File: config.mk
export PLATFORM = sky130hd
export DESIGN_NAME = hwrc_halt_wakeup_reset_control
export DESIGN_NICKNAME = d
export VERILOG_FILES = /design/src/hdl/hwrc_pkg.sv /design/src/hdl/hwrc_halt_wakeup_reset_control.sv
export VERILOG_INCLUDE_DIRS = /design/src /design/src/hdl
export SDC_FILE = /design/constraint.sdc
export NUM_CORES = 1
export LEC_CHECK = 0
export BUFFER_PORTS_ARGS = -buffer_cell sky130_fd_sc_hd__buf_2
export CORE_MARGIN = 4
export CORE_UTILIZATION = 35
export DETAILED_ROUTE_END_ITERATION = 6
export HOLD_SLACK_MARGIN = 0.03
export PLACE_DENSITY_LB_ADDON = 0.25
export SLEW_MARGIN = 10
export SYNTH_ARGS = -nofsm -noshare
export SYNTH_HDL_FRONTEND = slang
export SYNTH_SLANG_ARGS = --single-unit
File: constraint.sdc
create_clock -name ref_clk -period 4.78 [get_ports ref_clk]
set_input_delay 0.956 -clock ref_clk [delete_from_list [all_inputs] [get_ports ref_clk]]
set_output_delay 0.956 -clock ref_clk [all_outputs]
set_load 0.005 [all_outputs]
File: src/hdl/hwrc_map.svh
`ifndef HWRC_MAP_SVH
`define HWRC_MAP_SVH

// Start-up idle time, in system clock periods
`define HWRC_STARTUP_CLOCKS 1024
// ref_clk runs at the system clock rate, so one period is one cycle
`define HWRC_STARTUP_CYCLES (`HWRC_STARTUP_CLOCKS * 1)
`define HWRC_STARTUP_W      11

// Register reset values and watchdog select field layout
`define HWRC_PORT_RST       8'hff
`define HWRC_WDSEL_RST      8'h87
`define HWRC_WDSEL_HI_FIXED 5'h10
`define HWRC_WS_MSB         2
`define HWRC_WS_HI_LSB      3

// Watchdog geometry
`define HWRC_WDT_BASE_BITS  8
`define HWRC_WDT_W          15
`define HWRC_INSTR_DIV_LAST 2'h3

`endif

File: src/hdl/hwrc_pkg.sv
`default_nettype none

package hwrc_pkg;

  typedef enum logic [1:0] {
    HWRC_RESET_DELAY = 2'b00,
    HWRC_RUN         = 2'b01,
    HWRC_SLEEP       = 2'b10,
    HWRC_WAKE_DELAY  = 2'b11
  } hwrc_mode_t;

  // Core writes to the port and watchdog select registers
  typedef struct packed {
    logic       portDataWr;
    logic       portDirWr;
    logic       wdtSelWr;
    logic [7:0] data;
  } hwrc_reg_wr_t;

  // Interrupt request and enable view from the core
  typedef struct packed {
    logic [1:0] req;
    logic [1:0] enable;
    logic       master;
    logic       stackFull;
  } hwrc_irq_t;

  typedef struct packed {
    hwrc_mode_t  mode;
    logic [10:0] startupCount;
    logic [14:0] wdtCount;
    logic [1:0]  instrDiv;
    logic        timeoutFlag;
    logic        powerdownFlag;
    logic        sysOscEnable;
    logic        coreHold;
    logic        chipReset;
    logic        warmReset;
    logic        resumeNext;
    logic        irqPending;
    logic        irqLater;
    logic        irqAccept;
    logic [1:0]  irqArm;
    logic [7:0]  portData;
    logic [7:0]  portDir;
    logic [7:0]  wdtSelect;
    logic [2:0]  rstSync;
    logic        rstStable;
    logic [7:0]  paSync1;
    logic [7:0]  paSync2;
    logic [7:0]  paSync3;
    logic [7:0]  paStable;
    logic [2:0]  rcSync;
    logic        rcStable;
  } hwrc_state_t;

endpackage

`default_nettype wire

File: src/hdl/hwrc_halt_wakeup_reset_control.sv
// Summary of operation
// - Sleep instruction stops the system oscillator; watchdog RC clock keeps running.
// - RAM and register contents stay unaltered throughout sleep.
// - Sleep entry clears watchdog counter when RC clocked.
// - Port outputs and directions hold their pre-sleep state during sleep.
// - Sleep instruction sets power-down flag and clears timeout flag.
// - Leave sleep on reset pin, interrupt, port A fall, watchdog overflow.
// - Reset pin always gives full initialisation, awake or asleep.
// - Power-down flag cleared by power-up or watchdog clear, set by sleep.
// - Watchdog timeout in sleep sets timeout, wakes, resets only PC and SP.
// - Per-bit build-time port A wake mask; port wake resumes next instruction.
// - Interrupt wake continues next if disabled or stack full, else vectors.
// - Interrupt already requested at sleep entry cannot wake that sleep.
// - Wake inserts 1024 idle clocks, then resumes or starts interrupt later.
// - Start-up delay of 1024 clocks after every reset and every wake.
// - Reset causes: pin awake, pin asleep, watchdog awake, USB bus reset.
// - Flags: pin gives 0/0, watchdog awake 1/unchanged, watchdog wake 1/1.
// - Chip reset: PC zero, interrupts off, watchdog cleared, timer off, ports input.
// - Non-warm resets load ports with ff and watchdog select with 87.
// - Watchdog overflow in run mode gives full chip reset and sets timeout.
`include "hwrc_map.svh"
`default_nettype none

module hwrc_halt_wakeup_reset_control #(
  parameter logic [7:0] PA_WAKE_MASK   = 8'hff,
  parameter int         STARTUP_CYCLES = `HWRC_STARTUP_CYCLES
) (
  // Clock and reset
  input  wire logic                  ref_clk,
  input  wire logic                  rst,
  // Pins
  input  wire logic                  extRstNPin,
  input  wire logic [7:0]            portAPins,
  input  wire logic                  wdtRcClkPin,
  // Core side
  input  wire logic                  sleepInstr,
  input  wire logic                  wdtClearInstr,
  input  wire hwrc_pkg::hwrc_reg_wr_t regWr,
  input  wire hwrc_pkg::hwrc_irq_t   irq,
  input  wire logic                  usbBusReset,
  // Options
  input  wire logic                  wdtEnable,
  input  wire logic                  wdtUseRc,
  // Control outputs
  output logic                       sysOscEnable,
  output logic                       coreHold,
  output logic                       chipReset,
  output logic                       warmReset,
  output logic                       resumeNext,
  output logic                       irqAccept,
  // Status and registers
  output logic                       timeoutFlag,
  output logic                       powerdownFlag,
  output logic [7:0]                 portData,
  output logic [7:0]                 portDir,
  output logic [7:0]                 wdtSelect
);

  ////////////////////////////////////////////////////////////////////////////
  // Helpers

  function automatic logic [14:0] wdt_limit(input logic [2:0] ws);
    logic [16:0] full;
    full = (17'h1 << (`HWRC_WDT_BASE_BITS + ws)) - 17'h1;
    return full[14:0];
  endfunction

  function automatic hwrc_pkg::hwrc_state_t full_init(input hwrc_pkg::hwrc_state_t s);
    hwrc_pkg::hwrc_state_t r;
    r              = s;
    r.mode         = hwrc_pkg::HWRC_RESET_DELAY;
    r.startupCount = '0;
    r.wdtCount     = '0;
    r.instrDiv     = '0;
    r.portData     = `HWRC_PORT_RST;
    r.portDir      = `HWRC_PORT_RST;
    r.wdtSelect    = `HWRC_WDSEL_RST;
    r.chipReset    = 1'b1;
    r.coreHold     = 1'b1;
    r.sysOscEnable = 1'b1;
    r.irqPending   = 1'b0;
    r.irqLater     = 1'b0;
    return r;
  endfunction

  localparam hwrc_pkg::hwrc_state_t RESET_ST = '{
    mode:          hwrc_pkg::HWRC_RESET_DELAY,
    startupCount:  '0,
    wdtCount:      '0,
    instrDiv:      '0,
    timeoutFlag:   1'b0,
    powerdownFlag: 1'b0,
    sysOscEnable:  1'b1,
    coreHold:      1'b1,
    chipReset:     1'b1,
    warmReset:     1'b0,
    resumeNext:    1'b0,
    irqPending:    1'b0,
    irqLater:      1'b0,
    irqAccept:     1'b0,
    irqArm:        '0,
    portData:      `HWRC_PORT_RST,
    portDir:       `HWRC_PORT_RST,
    wdtSelect:     `HWRC_WDSEL_RST,
    rstSync:       '0,
    rstStable:     1'b0,
    paSync1:       `HWRC_PORT_RST,
    paSync2:       `HWRC_PORT_RST,
    paSync3:       `HWRC_PORT_RST,
    paStable:      `HWRC_PORT_RST,
    rcSync:        '0,
    rcStable:      1'b0
  };

  localparam logic [10:0] STARTUP_LAST = 11'(STARTUP_CYCLES - 1);

  hwrc_pkg::hwrc_state_t st;
  hwrc_pkg::hwrc_state_t next_st;

  ////////////////////////////////////////////////////////////////////////////
  // Filtered pin events

  logic [7:0]  paAgree;
  logic [7:0]  paFall;
  logic        rcAgree;
  logic        rcRise;
  logic        asleep;
  logic        instrTick;
  logic        wdtTick;
  logic [14:0] wdtLimit;
  logic        wdtOverflow;
  logic        quiet;
  logic        portWake;
  logic [1:0]  armedReq;
  logic        irqWake;
  logic        sleepEntry;

  // Edges sampled on ref_clk, which keeps running while the system oscillator is off
  assign paAgree     = ~(st.paSync2 ^ st.paSync3);
  assign paFall      = st.paStable & paAgree & ~st.paSync2;
  assign rcAgree     = ~(st.rcSync[1] ^ st.rcSync[2]);
  assign rcRise      = rcAgree & st.rcSync[1] & ~st.rcStable;
  assign asleep      = (st.mode == hwrc_pkg::HWRC_SLEEP);
  assign instrTick   = !asleep && (st.instrDiv == `HWRC_INSTR_DIV_LAST);
  assign wdtTick     = wdtEnable && (wdtUseRc ? rcRise : instrTick);
  assign wdtLimit    = wdt_limit(st.wdtSelect[`HWRC_WS_MSB:0]);
  assign wdtOverflow = wdtTick && (st.wdtCount == wdtLimit);
  assign quiet       = st.rstStable && !usbBusReset;
  assign portWake    = |(paFall & PA_WAKE_MASK);
  assign armedReq    = irq.req & st.irqArm;
  assign irqWake     = |armedReq;
  assign sleepEntry  = quiet && (st.mode == hwrc_pkg::HWRC_RUN) && !wdtOverflow && sleepInstr;

  ////////////////////////////////////////////////////////////////////////////
  // Next state

  always_comb begin
    next_st            = st;
    next_st.chipReset  = 1'b0;
    next_st.warmReset  = 1'b0;
    next_st.resumeNext = 1'b0;
    next_st.irqAccept  = st.irqLater;
    next_st.irqLater   = 1'b0;

    next_st.rstSync = {st.rstSync[1:0], extRstNPin};
    if (st.rstSync[2] == st.rstSync[1]) begin
      next_st.rstStable = st.rstSync[1];
    end
    next_st.paSync1  = portAPins;
    next_st.paSync2  = st.paSync1;
    next_st.paSync3  = st.paSync2;
    next_st.paStable = (st.paStable & ~paAgree) | (st.paSync2 & paAgree);
    next_st.rcSync   = {st.rcSync[1:0], wdtRcClkPin};
    if (rcAgree) begin
      next_st.rcStable = st.rcSync[1];
    end

    if (!asleep) begin
      next_st.instrDiv = st.instrDiv + 2'h1;
    end
    if (wdtTick) begin
      next_st.wdtCount = wdtOverflow ? '0 : st.wdtCount + 15'h1;
    end

    if (!st.rstStable) begin
      next_st               = full_init(next_st);
      next_st.timeoutFlag   = 1'b0;
      next_st.powerdownFlag = 1'b0;
    end else if (usbBusReset) begin
      next_st = full_init(next_st);
      if (asleep) begin
        next_st.timeoutFlag = 1'b0;
      end
    end else begin
      case (st.mode)
        hwrc_pkg::HWRC_RESET_DELAY,
        hwrc_pkg::HWRC_WAKE_DELAY: begin
          next_st.startupCount = st.startupCount + 11'h1;
          if (st.startupCount == STARTUP_LAST) begin
            next_st.mode         = hwrc_pkg::HWRC_RUN;
            next_st.coreHold     = 1'b0;
            next_st.startupCount = '0;
            next_st.irqPending = 1'b0;
            if (st.mode == hwrc_pkg::HWRC_WAKE_DELAY) begin
              next_st.resumeNext = 1'b1;
              next_st.irqLater   = st.irqPending;
            end
          end
        end
        hwrc_pkg::HWRC_RUN: begin
          if (wdtOverflow) begin
            next_st             = full_init(next_st);
            next_st.timeoutFlag = 1'b1;
          end else if (sleepInstr) begin
            next_st.mode          = hwrc_pkg::HWRC_SLEEP;
            next_st.sysOscEnable  = 1'b0;
            next_st.coreHold      = 1'b1;
            next_st.powerdownFlag = 1'b1;
            next_st.timeoutFlag   = 1'b0;
            next_st.irqArm        = ~irq.req;
            if (wdtUseRc) begin
              next_st.wdtCount = '0;
            end
          end else begin
            if (wdtClearInstr) begin
              next_st.powerdownFlag = 1'b0;
              next_st.wdtCount      = '0;
            end
            if (regWr.portDataWr) begin
              next_st.portData = regWr.data;
            end
            if (regWr.portDirWr) begin
              next_st.portDir = regWr.data;
            end
            if (regWr.wdtSelWr) begin
              next_st.wdtSelect = {`HWRC_WDSEL_HI_FIXED, regWr.data[`HWRC_WS_MSB:0]};
            end
          end
        end
        hwrc_pkg::HWRC_SLEEP: begin
          // Registers and ports are left untouched here
          if (wdtOverflow) begin
            next_st.mode          = hwrc_pkg::HWRC_WAKE_DELAY;
            next_st.sysOscEnable  = 1'b1;
            next_st.warmReset     = 1'b1;
            next_st.timeoutFlag   = 1'b1;
            next_st.powerdownFlag = 1'b1;
            next_st.irqPending    = 1'b0;
          end else if (irqWake || portWake) begin
            next_st.mode         = hwrc_pkg::HWRC_WAKE_DELAY;
            next_st.sysOscEnable = 1'b1;
            next_st.irqPending   = irqWake && irq.master && !irq.stackFull
                                   && |(armedReq & irq.enable);
          end
        end
        default: begin
          next_st = full_init(next_st);
        end
      endcase
    end
  end

  always_ff @(posedge ref_clk or posedge rst) begin
    if (rst) begin
      st <= RESET_ST;
    end else begin
      st <= next_st;
    end
  end

  assign sysOscEnable  = st.sysOscEnable;
  assign coreHold      = st.coreHold;
  assign chipReset     = st.chipReset;
  assign warmReset     = st.warmReset;
  assign resumeNext    = st.resumeNext;
  assign irqAccept     = st.irqAccept;
  assign timeoutFlag   = st.timeoutFlag;
  assign powerdownFlag = st.powerdownFlag;
  assign portData      = st.portData;
  assign portDir       = st.portDir;
  assign wdtSelect     = st.wdtSelect;
endmodule // hwrc_halt_wakeup_reset_control

`default_nettype wire

Yosys cells after proc, flatten, opt, wreduce, memory -nomap -nowiden
Index checks and enable logic that the tools add are counted.
{"block": "op_classes", "muxes": 53, "add_sub_neg": 5, "n_reduce_logical": 25, "eq_ne": 25, "shifts": 1, "bitwise_logic": 19}
{"op": "2-to-1 mux 106 bit", "n": 2}
{"op": "2-to-1 mux 15 bit", "n": 6}
{"op": "2-to-1 mux 67 bit", "n": 1}
{"op": "AND 8 bit", "n": 4}
{"op": "2-to-1 mux 26 bit", "n": 1}
{"op": "2-to-1 mux 24 bit", "n": 1}
{"op": "2-to-1 mux 8 bit", "n": 3}
{"op": "inverter 8 bit", "n": 3}
{"op": "case mux 11 bit (2 select lines)", "n": 1}
{"op": "AND reduction 3 bit", "n": 7}
{"op": "inequality test 4 x 3 -> 1 bit (second input constant)", "n": 5}
{"op": "2-to-1 mux 2 bit", "n": 9}
{"op": "2-to-1 mux 17 bit", "n": 1}
{"op": "2-to-1 mux 1 bit", "n": 16}
{"op": "adder 15 x 1 -> 15 bit (second input constant)", "n": 1}
{"op": "== test 15 bit", "n": 1}
{"op": "<< shifter 1 x 5 -> 15 bit (first input constant)", "n": 1}
{"op": "subtractor 15 x 1 -> 15 bit (second input constant)", "n": 1}
{"op": "2-to-1 mux 13 bit", "n": 1}
{"op": "inequality test 4 bit (second input constant)", "n": 3}
{"op": "adder 11 x 1 -> 11 bit (second input constant)", "n": 1}
{"op": "== test 11 x 10 -> 1 bit (second input constant)", "n": 1}
{"op": "2-to-1 mux 11 bit", "n": 1}
{"op": "AND reduction 5 bit", "n": 2}
{"op": "other kinds (34)", "n": 55}
{"block": "word_totals", "wordCells": 154, "inputBits": 34, "out_inout_bits": 32, "register_bits": 106}

Depth between registers and ports, before layout
Gate-level depths: netlist (run 1).
{"block": "logic_depth", "depth_word": 15, "ltp_mapped": 12, "mapped_depth_nobuf": 9}

Worst setup path after synthesis (run 1)
OpenSTA, ideal clock, no wires.
{"block": "synth_path", "kind": "register to register", "start": "register st, in the netlist wdtSelect[2]", "end": "register st, in the netlist portDir[0]", "required_time_ns": 4.696, "n_path_buf": 3, "period_less_slack_ns": 2.819, "path_stages_with_launch": 13, "setup_ns": 0.084, "arrival_ns": 2.735, "setup_slack_ns": 1.961, "path_cell_list": "dfstp_2 > buf_2 > nor2_1 > nand2_1 > ha_1 > buf_2 > or3b_1 > a21oi_1 > o31a_1 > o2111a_2 > or4_4 > buf_6 > o32a_2"}
{"block": "synth_between", "elab_chain_cells": 9, "elab_cells_between_ends": 12, "cone_classes": "2 x add/sub; 3 x eq/ne; 1 x shift; 4 x mux; 2 x reduce/logical"}
{"element": "start: declaration", "line_no": "hwrc_halt_wakeup_reset_control.sv:117", "text": "hwrc_pkg::hwrc_state_t st;"}
{"element": "start signal: assignment", "line_no": "hwrc_halt_wakeup_reset_control.sv:267", "text": "st <= next_st;"}
{"element": "adder 4 x 3 -> 5 bit (no line) *"}
{"element": "<< shifter 1 x 5 -> 15 bit *", "line_no": "hwrc_halt_wakeup_reset_control.sv:64", "text": "full = (17'h1 << (`HWRC_WDT_BASE_BITS + ws)) - 17'h1;"}
{"element": "subtractor 15 x 1 -> 15 bit *", "line_no": "hwrc_halt_wakeup_reset_control.sv:64"}
{"element": "== test 15 bit *", "line_no": "hwrc_halt_wakeup_reset_control.sv:147", "text": "assign wdtOverflow = wdtTick && (st.wdtCount == wdtLimit);"}
{"element": "logical AND 1 bit *", "line_no": "hwrc_halt_wakeup_reset_control.sv:147"}
{"element": "2-to-1 mux 26 bit", "line_no": "hwrc_halt_wakeup_reset_control.sv:211", "text": "if (wdtOverflow) begin"}
{"element": "2-to-1 mux 67 bit", "line_no": "hwrc_halt_wakeup_reset_control.sv:195", "text": "case (st.mode)"}
{"element": "2-to-1 mux 106 bit", "line_no": "hwrc_halt_wakeup_reset_control.sv:189", "text": "end else if (usbBusReset) begin"}
{"element": "2-to-1 mux 106 bit", "line_no": "hwrc_halt_wakeup_reset_control.sv:185", "text": "if (!st.rstStable) begin"}
Mark *: on every way between the ends. The rest lies on a longest branch, timed or not. The select of a mux whose other input is x is not followed.
A chain may end at the register's enable or synchronous reset.

==> results of run 1 <==
## metal layers
metal | wire [um] | part of all wire | track usage
met3 | 454 | 0.044 | 0.0456
met5 | 0 | 0 | 0
met2 | 5030 | 0.49 | 0.215
met1 | 4660 | 0.45 | 0.163
met4 | 179 | 0.017 | 0.0536
## cell usage in the layout, fill, tap and decap left out, types with 10 or more instances in the layout
cell type  count
inv_1         17
nand2_1       21
buf_2         61
a21oi_1       19
dfstp_2       55
ha_1          10
dfrtp_1       47
xnor2_1       14
nor2_1        47
nor3_1        10
nand3_1       16
## power groups by stage
| stage | sequential (mW) | combinational, mW | clock (mW) |
|---|---|---|---|
| 3_5_place_dp | 0.932 | 0.0862 | 0 |
| 2_1_floorplan | 0.928 | 0.0543 | 0 |
| 4_1_cts | 0.918 | 0.0863 | 0.780 |
| 3_3_place_gp | 0.931 | 0.0839 | 0 |
| 6_report | 0.918 | 0.0849 | 0.747 |
| 5_1_grt | 0.921 | 0.0979 | 0.805 |
## metrics by stage
| stage | util | hold slack (ns) | instance area, sq um | setup slack, ns |
|---|---|---|---|---|
| floorplan | - | 0.331 | 4980 | 1.24 |
| global placement | 0.378 | 0.336 | 5240 | 1.10 |
| detailed placement | 0.378 | 0.342 | 5240 | 0.941 |
| CTS | 0.400 | 0.358 | 5550 | 0.946 |
| global route | 0.400 | 0.359 | 5560 | 0.856 |
| finish | 0.400 | 0.354 | 5560 | 1.18 |
## registers in the layout, summed over array words and instances, names as in the netlist
signal / flops
sysOscEnable: 1
portDir: 8
timeoutFlag: 1
warmReset: 1
resumeNext: 1
portData: 8
coreHold: 1
irqAccept: 1
chipReset: 1
powerdownFlag: 1
st: 74
wdtSelect: 4
## synthesized netlist by cell type (2+ instances only)
master     instances  area share
dfstp_2           55        0.29
dfrtp_1           47        0.24
nor2_1            47       0.035
buf_4             24       0.036
nand2_1           21       0.016
a21oi_1           19       0.019
inv_1             18       0.014
nand3_1           16       0.016
xnor2_1           14       0.025
clkbuf_1          11      0.0083
ha_1              10       0.025
nor3_1            10       0.010
o211ai_1           9       0.014
o21ai_0            9      0.0091
o32a_1             9       0.018
o32a_2             8       0.018
buf_2              7      0.0070
maj3_1             7       0.014
nand2b_1           7      0.0088
mux2i_1            6       0.012
nand4_1            6      0.0075
o21a_1             5      0.0075
xor2_1             5      0.0088
nor3b_1            4      0.0060
o2111ai_1          4      0.0070
a31oi_1            3      0.0038
and4_1             3      0.0053
buf_6              3      0.0068
o32ai_1            3      0.0053
or2_2              3      0.0038
or3_1              3      0.0038
a2111oi_0          2      0.0035
a21oi_2            2      0.0035
a221oi_1           2      0.0035
a22oi_1            2      0.0030
and3_1             2      0.0025
and3b_1            2      0.0035
nor2b_1            2      0.0025
nor4_1             2      0.0025
o31a_1             2      0.0035
or4_4              2      0.0045
## worst max-delay path: stages (launching register included)
cell	delay (ns)
dfstp_2	0.66
nor2_1	0.09
nand2_1	0.08
ha_1	0.33
or3b_1	0.17
a21oi_1	0.06
o31a_1	0.34
o211ai_2	0.93
o211ai_1	0.43
buf_4	0.31
nor2_1	0.11
## cell type report
class                           count  area, sq um  share of cell area
Clock buffer                       11          243              0.0437
Clock inverter                      5         63.8              0.0115
Inverter                           18         70.1              0.0126
Multi-Input combinational cell    288         2000               0.361
Sequential cell                   102         2620               0.472
Tap cell                          180          225              0.0405
Timing Repair Buffer               64          328              0.0590
## cell families (layout without fill, tap and decap cells)
logic type | count (synthesis) | after routing | synth area share
AND/OR/NAND/NOR | 143 | 143 | 0.153
flip-flops | 102 | 102 | 0.527
AO/OA/AOI/OAI | 98 | 98 | 0.160
buffers and inverters | 63 | 98 | 0.0720
XOR/XNOR | 19 | 19 | 0.0335
adder cells (fa/ha/maj) | 17 | 17 | 0.0393
multiplexers | 7 | 7 | 0.0143
other | 1 | 4 | 0.000754
## final timing paths
check / from / end / slack, ns / cells after the start
min reg2reg: st[67] / irqAccept / 0.35 / 0
max: wdtSelect[2] / st[78] / 1.18 / 10
max in group asynchronous: rst / st[4] / 3.02 / 3
max reg2reg: wdtSelect[2] / st[78] / 1.18 / 10
min in group asynchronous: rst / st[1] / 0.80 / 2
min: st[67] / irqAccept / 0.35 / 0
==> results.yml, run 1 <==
clock_network:
  clk_latency_ns: 0.35
  cts_htree_levels: 3
  cts.sinks: 102
  clockBufferDepth: 2
  cts_resized: 0
  post_cts_buffers: 0
  cts_buffers: 9
  root_buffer: "clkbuf_16"
  cts_tree: "built"
  path_clk_slew_ns: 0.07
  hold_buffers: 0
routing:
  wirelength_um: 10300
  vias_per_cell: 5.25
  first_pass_iters: 4
  ant_nets: 0
  drc: 0
  vias: 3504
  drt_iter0_drc: 207
  wl_per_cell_um: 15.5
sta:
  drv_slew: 0
  hold_violations: 0
  tns_ns: 0
  fin_crit_sh: 0.752
  min_period_ns: 3.60
  rsz0062_at_grt: "false"
  clock_skew_ns: 0.00584
  setup_viol: 0
  worstMarginPinSlew_ns: 1.16
  fmax_mhz: 278
  relSlewSlack: 0.226
hold_path:
  hold_class: "reg -> reg"
power:
  power_frac_clock: 0.427
  seq_power_share: 0.525
  p_leak_nw: 2.16
  powerDensity_nw_per_um2: 315
  intPower_mw: 1.36
  swShare: 0.223
  combPwrFrac: 0.049
  p_sw_mw: 0.391
  ir_drop_mv: 0.294
  power_mw: 1.75
worst_setup_path:
  required_ns: 5.06
  cp-end-kind: "register"
  arrival_ns: 3.88
  crit_path_max_fanout: 25
  worst-setup-path-type: "reg -> reg"
  startpoint_type: "register"
global_route:
  grt.total_usage: 0.133
  grt_max_degree: 75
  grt_pass1_vias: 3568
  antenna_found_initial: 0
  grt_pass1_wl_um: 17300
  grt-ovfl-total: 0
logic_synthesis:
  syn_inst: 450
  ys_ff_latch: 102
  synth-edff-count: 0
  async_reset_ff_frac: 1.00
  syn_area_sq_um: 4970
  ys_types: 75
  yosysWarnings: 0
  yosysSeqAreaShare: 0.527
  synth_flop_cell: "dfstp_2"
  avgSynthCellArea_sq_um: 11.0
cells_and_area:
  final_cells: 668
  synthToLayoutAreaGrowth_pct: 11.7
  drive_above_1_share: 0.328
  num-fill-cells: 1347
  antennaDiodeCount: 0
  fin_nets: 527
status:
  status: "completed"
floorplan:
  die_w_um: 127
  rows: 43
  core_sq_um: 13900
  die_h_um: 127
  io_pins: 66
  start_util: 0.358
  die-area_sq_um: 16200
flow_run:
  cap_violations: 0
placement:
  dp_hpwl_um: 7240
  dp.cells: 651
  portBuffers: 61
  gp_congestion: 0.774
Note: power is estimated with default switching activity, not from simulation.
==> run 2: changes to the inputs <==
--- a/config.mk
+++ b/config.mk
@@ -6,6 +6,7 @@
 export SDC_FILE = /design/constraint.sdc
 export NUM_CORES = 1
 export LEC_CHECK = 0
+export ABC_AREA = 1
 export BUFFER_PORTS_ARGS = -buffer_cell sky130_fd_sc_hd__buf_2
 export CORE_MARGIN = 4
 export CORE_UTILIZATION = 35
==> constraint.sdc (replaced) <==
create_clock -name ref_clk -period 3.43 [get_ports ref_clk]
set_input_delay 0.686 -clock ref_clk [delete_from_list [all_inputs] [get_ports ref_clk]]
set_output_delay 0.686 -clock ref_clk [all_outputs]
set_load 0.005 [all_outputs]
==> run 2 against run 1 <==
Combinational power increased to 3.8 times the previous value. Total power increased by 60%. Non-clock buffer count decreased by 1. Critical path depth increased by 2. Largest power group unchanged.
==> results.yml, run 2 <==
sta:
  worstMarginPinSlew_ns: 0.784
  fmax_mhz: 386
  relSlewSlack: 0.477
  hold_violations: 0
  fin_crit_sh: 0.755
  setup_viol: 0
  clock_skew_ns: 0.00763
  whs_ns: 0.352
  rsz0062_at_grt: "false"
  min_period_ns: 2.59
  drv_slew: 0
  tns_ns: 0
logic_synthesis:
  yosysWarnings: 0
  synth-edff-count: 0
  syn_area_sq_um: 4920
  synthTopCellsByCount: "122 x nand2_1, 55 x dfstp_2, 53 x inv_1"
  syn_inst: 550
  synth_flop_cell: "dfstp_2"
  ys_ff_latch: 102
  synth_top_area_cell: "dfstp_2"
  ys_types: 39
  yosysSeqAreaShare: 0.532
  async_reset_ff_frac: 1.00
  synth.most_common_cell: "nand2_1"
  avgSynthCellArea_sq_um: 8.95
  synthDominantCellAreaShare: 0.294
  synthTopCellsByArea: "dfstp_2 29%, dfrtp_1 24%, nand2_1 9.3%, nand3_1 4.1%, inv_1 4.0%"
clock_network:
  cts.sinks: 102
  clockBufferDepth: 2
  cts_resized: 0
  hold_buffers: 0
  cts_tree: "built"
  clk_latency_ns: 0.34
  root_buffer: "clkbuf_16"
  cts_htree_levels: 3
  cts_buffers: 9
  post_cts_buffers: 0
  path_clk_slew_ns: 0.07
routing:
  wirelength_um: 10300
  vias: 3598
  wl_per_cell_um: 13.2
  drt_iter0_drc: 247
  vias_per_cell: 4.62
  ant_nets: 0
  drc: 0
  first_pass_iters: 4
floorplan:
  start_util: 0.356
  die_w_um: 127
  core_sq_um: 13800
  die-area_sq_um: 16000
  rows: 43
  die_h_um: 127
  io_pins: 66
hold_path:
  hold_class: "reg -> reg"
global_route:
  grtUsageMet1: 0.182
  grt_util_met2: 0.203
  grt-ovfl-total: 0
  grt_max_degree: 66
  grt_pass1_wl_um: 17200
  grt.total_usage: 0.132
  grtUsageMet3: 0.0215
  busiest_layer: "met2"
  grt_pass1_vias: 3582
  antenna_found_initial: 0
power:
  intPower_mw: 2.08
  powerDensity_nw_per_um2: 502
  swShare: 0.255
  seq_power_share: 0.498
  combPwrFrac: 0.116
  p_sw_mw: 0.712
  power_frac_clock: 0.386
  ir_drop_mv: 0.221
  p_leak_nw: 2.58
placement:
  gp_congestion: 0.862
  portBuffers: 61
  dp_hpwl_um: 7610
cells_and_area:
  fin_nets: 637
  num-fill-cells: 1365
  final_cell_mix: "122 x nand2_1, 61 x buf_2, 55 x dfstp_2, 52 x inv_1, 50 x nor2_1"
  largest_register_ff_count: 74
  synthToLayoutAreaGrowth_pct: 13.0
  antennaDiodeCount: 0
  multiInputGateArea_sq_um: 1860
  drive_above_1_share: 0.254
  seqCellArea_sq_um: 2620
  regMostFlops: "st"
  final_common_cell: "nand2_1"
worst_setup_path:
  worst-setup-path-type: "reg -> reg"
  crit_path_max_fanout: 16
  startpoint_type: "register"
  arrival_ns: 2.86
  required_ns: 3.70
  cp-end-kind: "register"
flow_run:
  cap_violations: 0
status:
  status: "completed"
run 2: worst paths after layout:
kind	start	cells past startpoint	to	slack [ns]
max	wdtSelect[2]	12	portDir[0]	0.84
min	st[37]	0	st[38]	0.35
max reg2reg	wdtSelect[2]	12	portDir[0]	0.84
min reg2reg	st[37]	0	st[38]	0.35
max in group asynchronous	rst	3	st[15]	2.22
min in group asynchronous	rst	2	st[104]	0.49
run 2: layout make-up:
type | instances | area share
clock buffers | 12 | 0.0463
clock inverters | 4 | 0.0106
inverters | 55 | 0.0375
multi-input cells | 362 | 0.334
flip-flops and latches | 102 | 0.471
well taps | 180 | 0.0405
repair buffers | 63 | 0.0598
run 2: per-stage QoR:
step / utilization / cell area [sq um] / cells / worst slack (ns) / total power, mW
3_5_place_dp: 0.380 / 5250 / 762 / 0.859 / 1.74
3_3_place_gp: 0.380 / 5250 / 762 / 0.943 / 1.73
5_1_grt: 0.402 / 5570 / 778 / 0.544 / 2.94
2_1_floorplan: - / 4930 / 553 / 0.160 / 1.67
4_1_cts: 0.402 / 5570 / 778 / 0.827 / 2.84
6_report: 0.402 / 5570 / 778 / 0.840 / 2.79
run 2: cells by family after synthesis:
group           share of synthesized area
xor+xnor                           0.0249
buf+inv                            0.0920
flops                               0.532
other cells                      0.000762
compound gates                     0.0773
fa+ha+maj                          0.0356
simple gates                        0.237
run 2: power by group through the flow:
stage	clock, mW	sequential (mW)	combinational, mW
3_5_place_dp	0	1.41	0.330
3_3_place_gp	0	1.41	0.327
2_1_floorplan	0	1.39	0.281
4_1_cts	1.11	1.39	0.331
6_report	1.08	1.39	0.323
5_1_grt	1.16	1.40	0.373
run 2: layer usage:
metal,part of all wire,up-vias
met5,0,-
met4,0.026,0
met3,0.030,20
met2,0.47,63
met1,0.48,1673
li1,-,1842
run 2: worst max-delay path, cell delays in order, from the launching register on:
cell	delay, ns
dfstp_2	0.42
nor2_1	0.19
nand2_1	0.11
ha_1	0.27
or2_1	0.24
nand2_1	0.11
xor2_1	0.15
nand2_1	0.08
nor2_2	0.20
nand2_4	0.16
nand2_1	0.31
nor2_1	0.13
o21ai_1	0.17
==> run 3: changes to the inputs <==
==> constraint.sdc (replaced) <==
create_clock -name ref_clk -period 2.5 [get_ports ref_clk]
set_input_delay 0.5 -clock ref_clk [delete_from_list [all_inputs] [get_ports ref_clk]]
set_output_delay 0.5 -clock ref_clk [all_outputs]
set_load 0.005 [all_outputs]
==> run 3 against run 2 <==
Sequential power rose by 37%. Largest cell class unchanged. Global-route usage rose by 0.090 points. Clock skew barely moved. Total power rose by 36%. Fmax rose by 11%. Sequential cell count did not move. Critical path depth rose by 2.
==> results.yml, run 3 (synthesis results as in run 2) <==
cells_and_area:
  final_core_util: 0.415
  antennaDiodeCount: 0
  multiInputGateArea_sq_um: 1930
  drive_above_1_share: 0.291
  final_area_sq_um: 5740
  synthToLayoutAreaGrowth_pct: 16.5
  final_cells: 795
  num-fill-cells: 1363
  seqCellArea_sq_um: 2620
  final_cell_mix: "121 x nand2_1, 61 x buf_2, 55 x dfstp_2, 52 x inv_1, 48 x nor2_1"
  regMostFlops: "st"
  largest_register_ff_count: 74
  fin_nets: 654
  final_common_cell: "nand2_1"
placement:
  dp.cells: 773
  place_ws_ns: 0.0519
  postPlaceCellArea_sq_um: 5330
  dp_hpwl_um: 7420
  portBuffers: 61
  gp_congestion: 0.881
worst_setup_path:
  crit_path_max_fanout: 16
  crit_chain: "inv_1, nand2_1, ha_2, nand2_1, nand2_1, inv_1, nand2_1, nor2_2, nand3_2, nor2_4, nand2_4, nand3_4, nand3_4, o21ai_1"
  required_ns: 2.78
  r2r_end: "portDir[5]"
  reg2reg_slack_ns: 0.18
  ff2ff_path_depth: 14
  arrival_ns: 2.60
  slowest_delay_ns: 0.56
  r2r-start: "wdtSelect[0]"
  worst-setup-path-type: "reg -> reg"
  startpoint_type: "register"
  crit_top_cell: "nand2_1"
  crit_path_top_delay_cell: "dfstp_2"
  cp-end-kind: "register"
floorplan:
  io_pins: 66
  rows: 43
  core_sq_um: 13800
  start_util: 0.356
  die_w_um: 127
  die_h_um: 127
  die-area_sq_um: 16000
hold_path:
  hold_depth: 1
  hold_class: "in -> reg"
  holdPathEnd: "st[32]"
  worstHoldStart: "portAPins[4]"
status:
  status: "completed"
clock_network:
  cts_tree: "built"
  cts.sinks: 102
  clockBufferDepth: 2
  root_buffer: "clkbuf_16"
  cts_htree_levels: 3
  clk_latency_ns: 0.35
  cts_buffers: 9
  hold_buffers: 0
  path_clk_slew_ns: 0.07
routing:
  first_pass_iters: 6
  vias_per_cell: 4.70
  drc: 0
  ant_nets: 0
  wl_per_cell_um: 13.1
  drt_iter0_drc: 259
  wirelength_um: 10400
  vias: 3740
sta:
  setup_viol: 0
  min_period_ns: 2.32
  rsz0062_at_grt: "true"
  fin_crit_sh: 0.929
  timing.final.ws_setup_ns: 0.177
  tns_ns: 0
  relSlewSlack: 0.652
  drv_slew: 0
  clock_skew_ns: 0.00763
  worstMarginPinSlew_ns: 0.522
  whs_ns: 0.249
  hold_violations: 0
  fmax_mhz: 431
global_route:
  grt_max_degree: 103
  antenna_found_initial: 0
  grt-ovfl-total: 0
  grt.total_usage: 0.133
  grt_pass1_wl_um: 17200
  grt_pass1_vias: 3514
power:
  ir_drop_mv: 0.330
  p_leak_nw: 2.66
  powerDensity_nw_per_um2: 661
  power_mw: 3.79
flow_run:
  cap_violations: 0
-- run 3: report_power, final --
group | leakage (nW) | switching, mW | internal [mW]
registers | 1.21 | 0.0679 | 1.83
clock network | 0.151 | 0.631 | 0.769
logic | 1.29 | 0.303 | 0.193
total | 2.66 | 1.00 | 2.79
-- run 3: how the worst max path moves through the flow --
| stage | start | to | depth (start not counted) |
|---|---|---|---|
| after detailed placement | wdtSelect[1] | portDir[6] | 12 |
| after floorplan | wdtSelect[2] | st[95] | 15 |
| final | wdtSelect[0] | portDir[5] | 14 |
| after global placement | wdtSelect[1] | st[103] | 13 |
| after CTS | wdtSelect[1] | portDir[1] | 12 |
| after global routing | wdtSelect[0] | st[68] | 16 |
-- run 3: timing repair --
item,CTS,global route
setup endpoints to repair,0,36
buffers inserted,0,4
gates resized for setup,0,14
hold endpoints to repair,0,0
-- run 3: worst max-delay path: cells and delay by family (launching register included) --
family / cells / cell delay, ns
and+or+nand+nor: 10 / 1.10
DFF: 1 / 0.56
adders and majority gates: 1 / 0.29
AOI/OAI and AO/OA: 1 / 0.19
buffers and inverters: 2 / 0.12
-- run 3: area by class of cell --
type	count	share of cell area
clock inverter	5	0.00632
inverter	55	0.0375
tap	180	0.0392
timing repair buffer	78	0.0776
sequential	102	0.457
multi-input combinational	364	0.336
clock buffer	11	0.0460
-- run 3: metal layers --
layer / vias to the layer above / part of all wire / GRT usage
met5: - / 0 / 0
met4: 0 / 0.027 / 0.0650
met3: 24 / 0.038 / 0.0328
met2: 71 / 0.45 / 0.195
met1: 1755 / 0.48 / 0.183
li1: 1890 / - / -
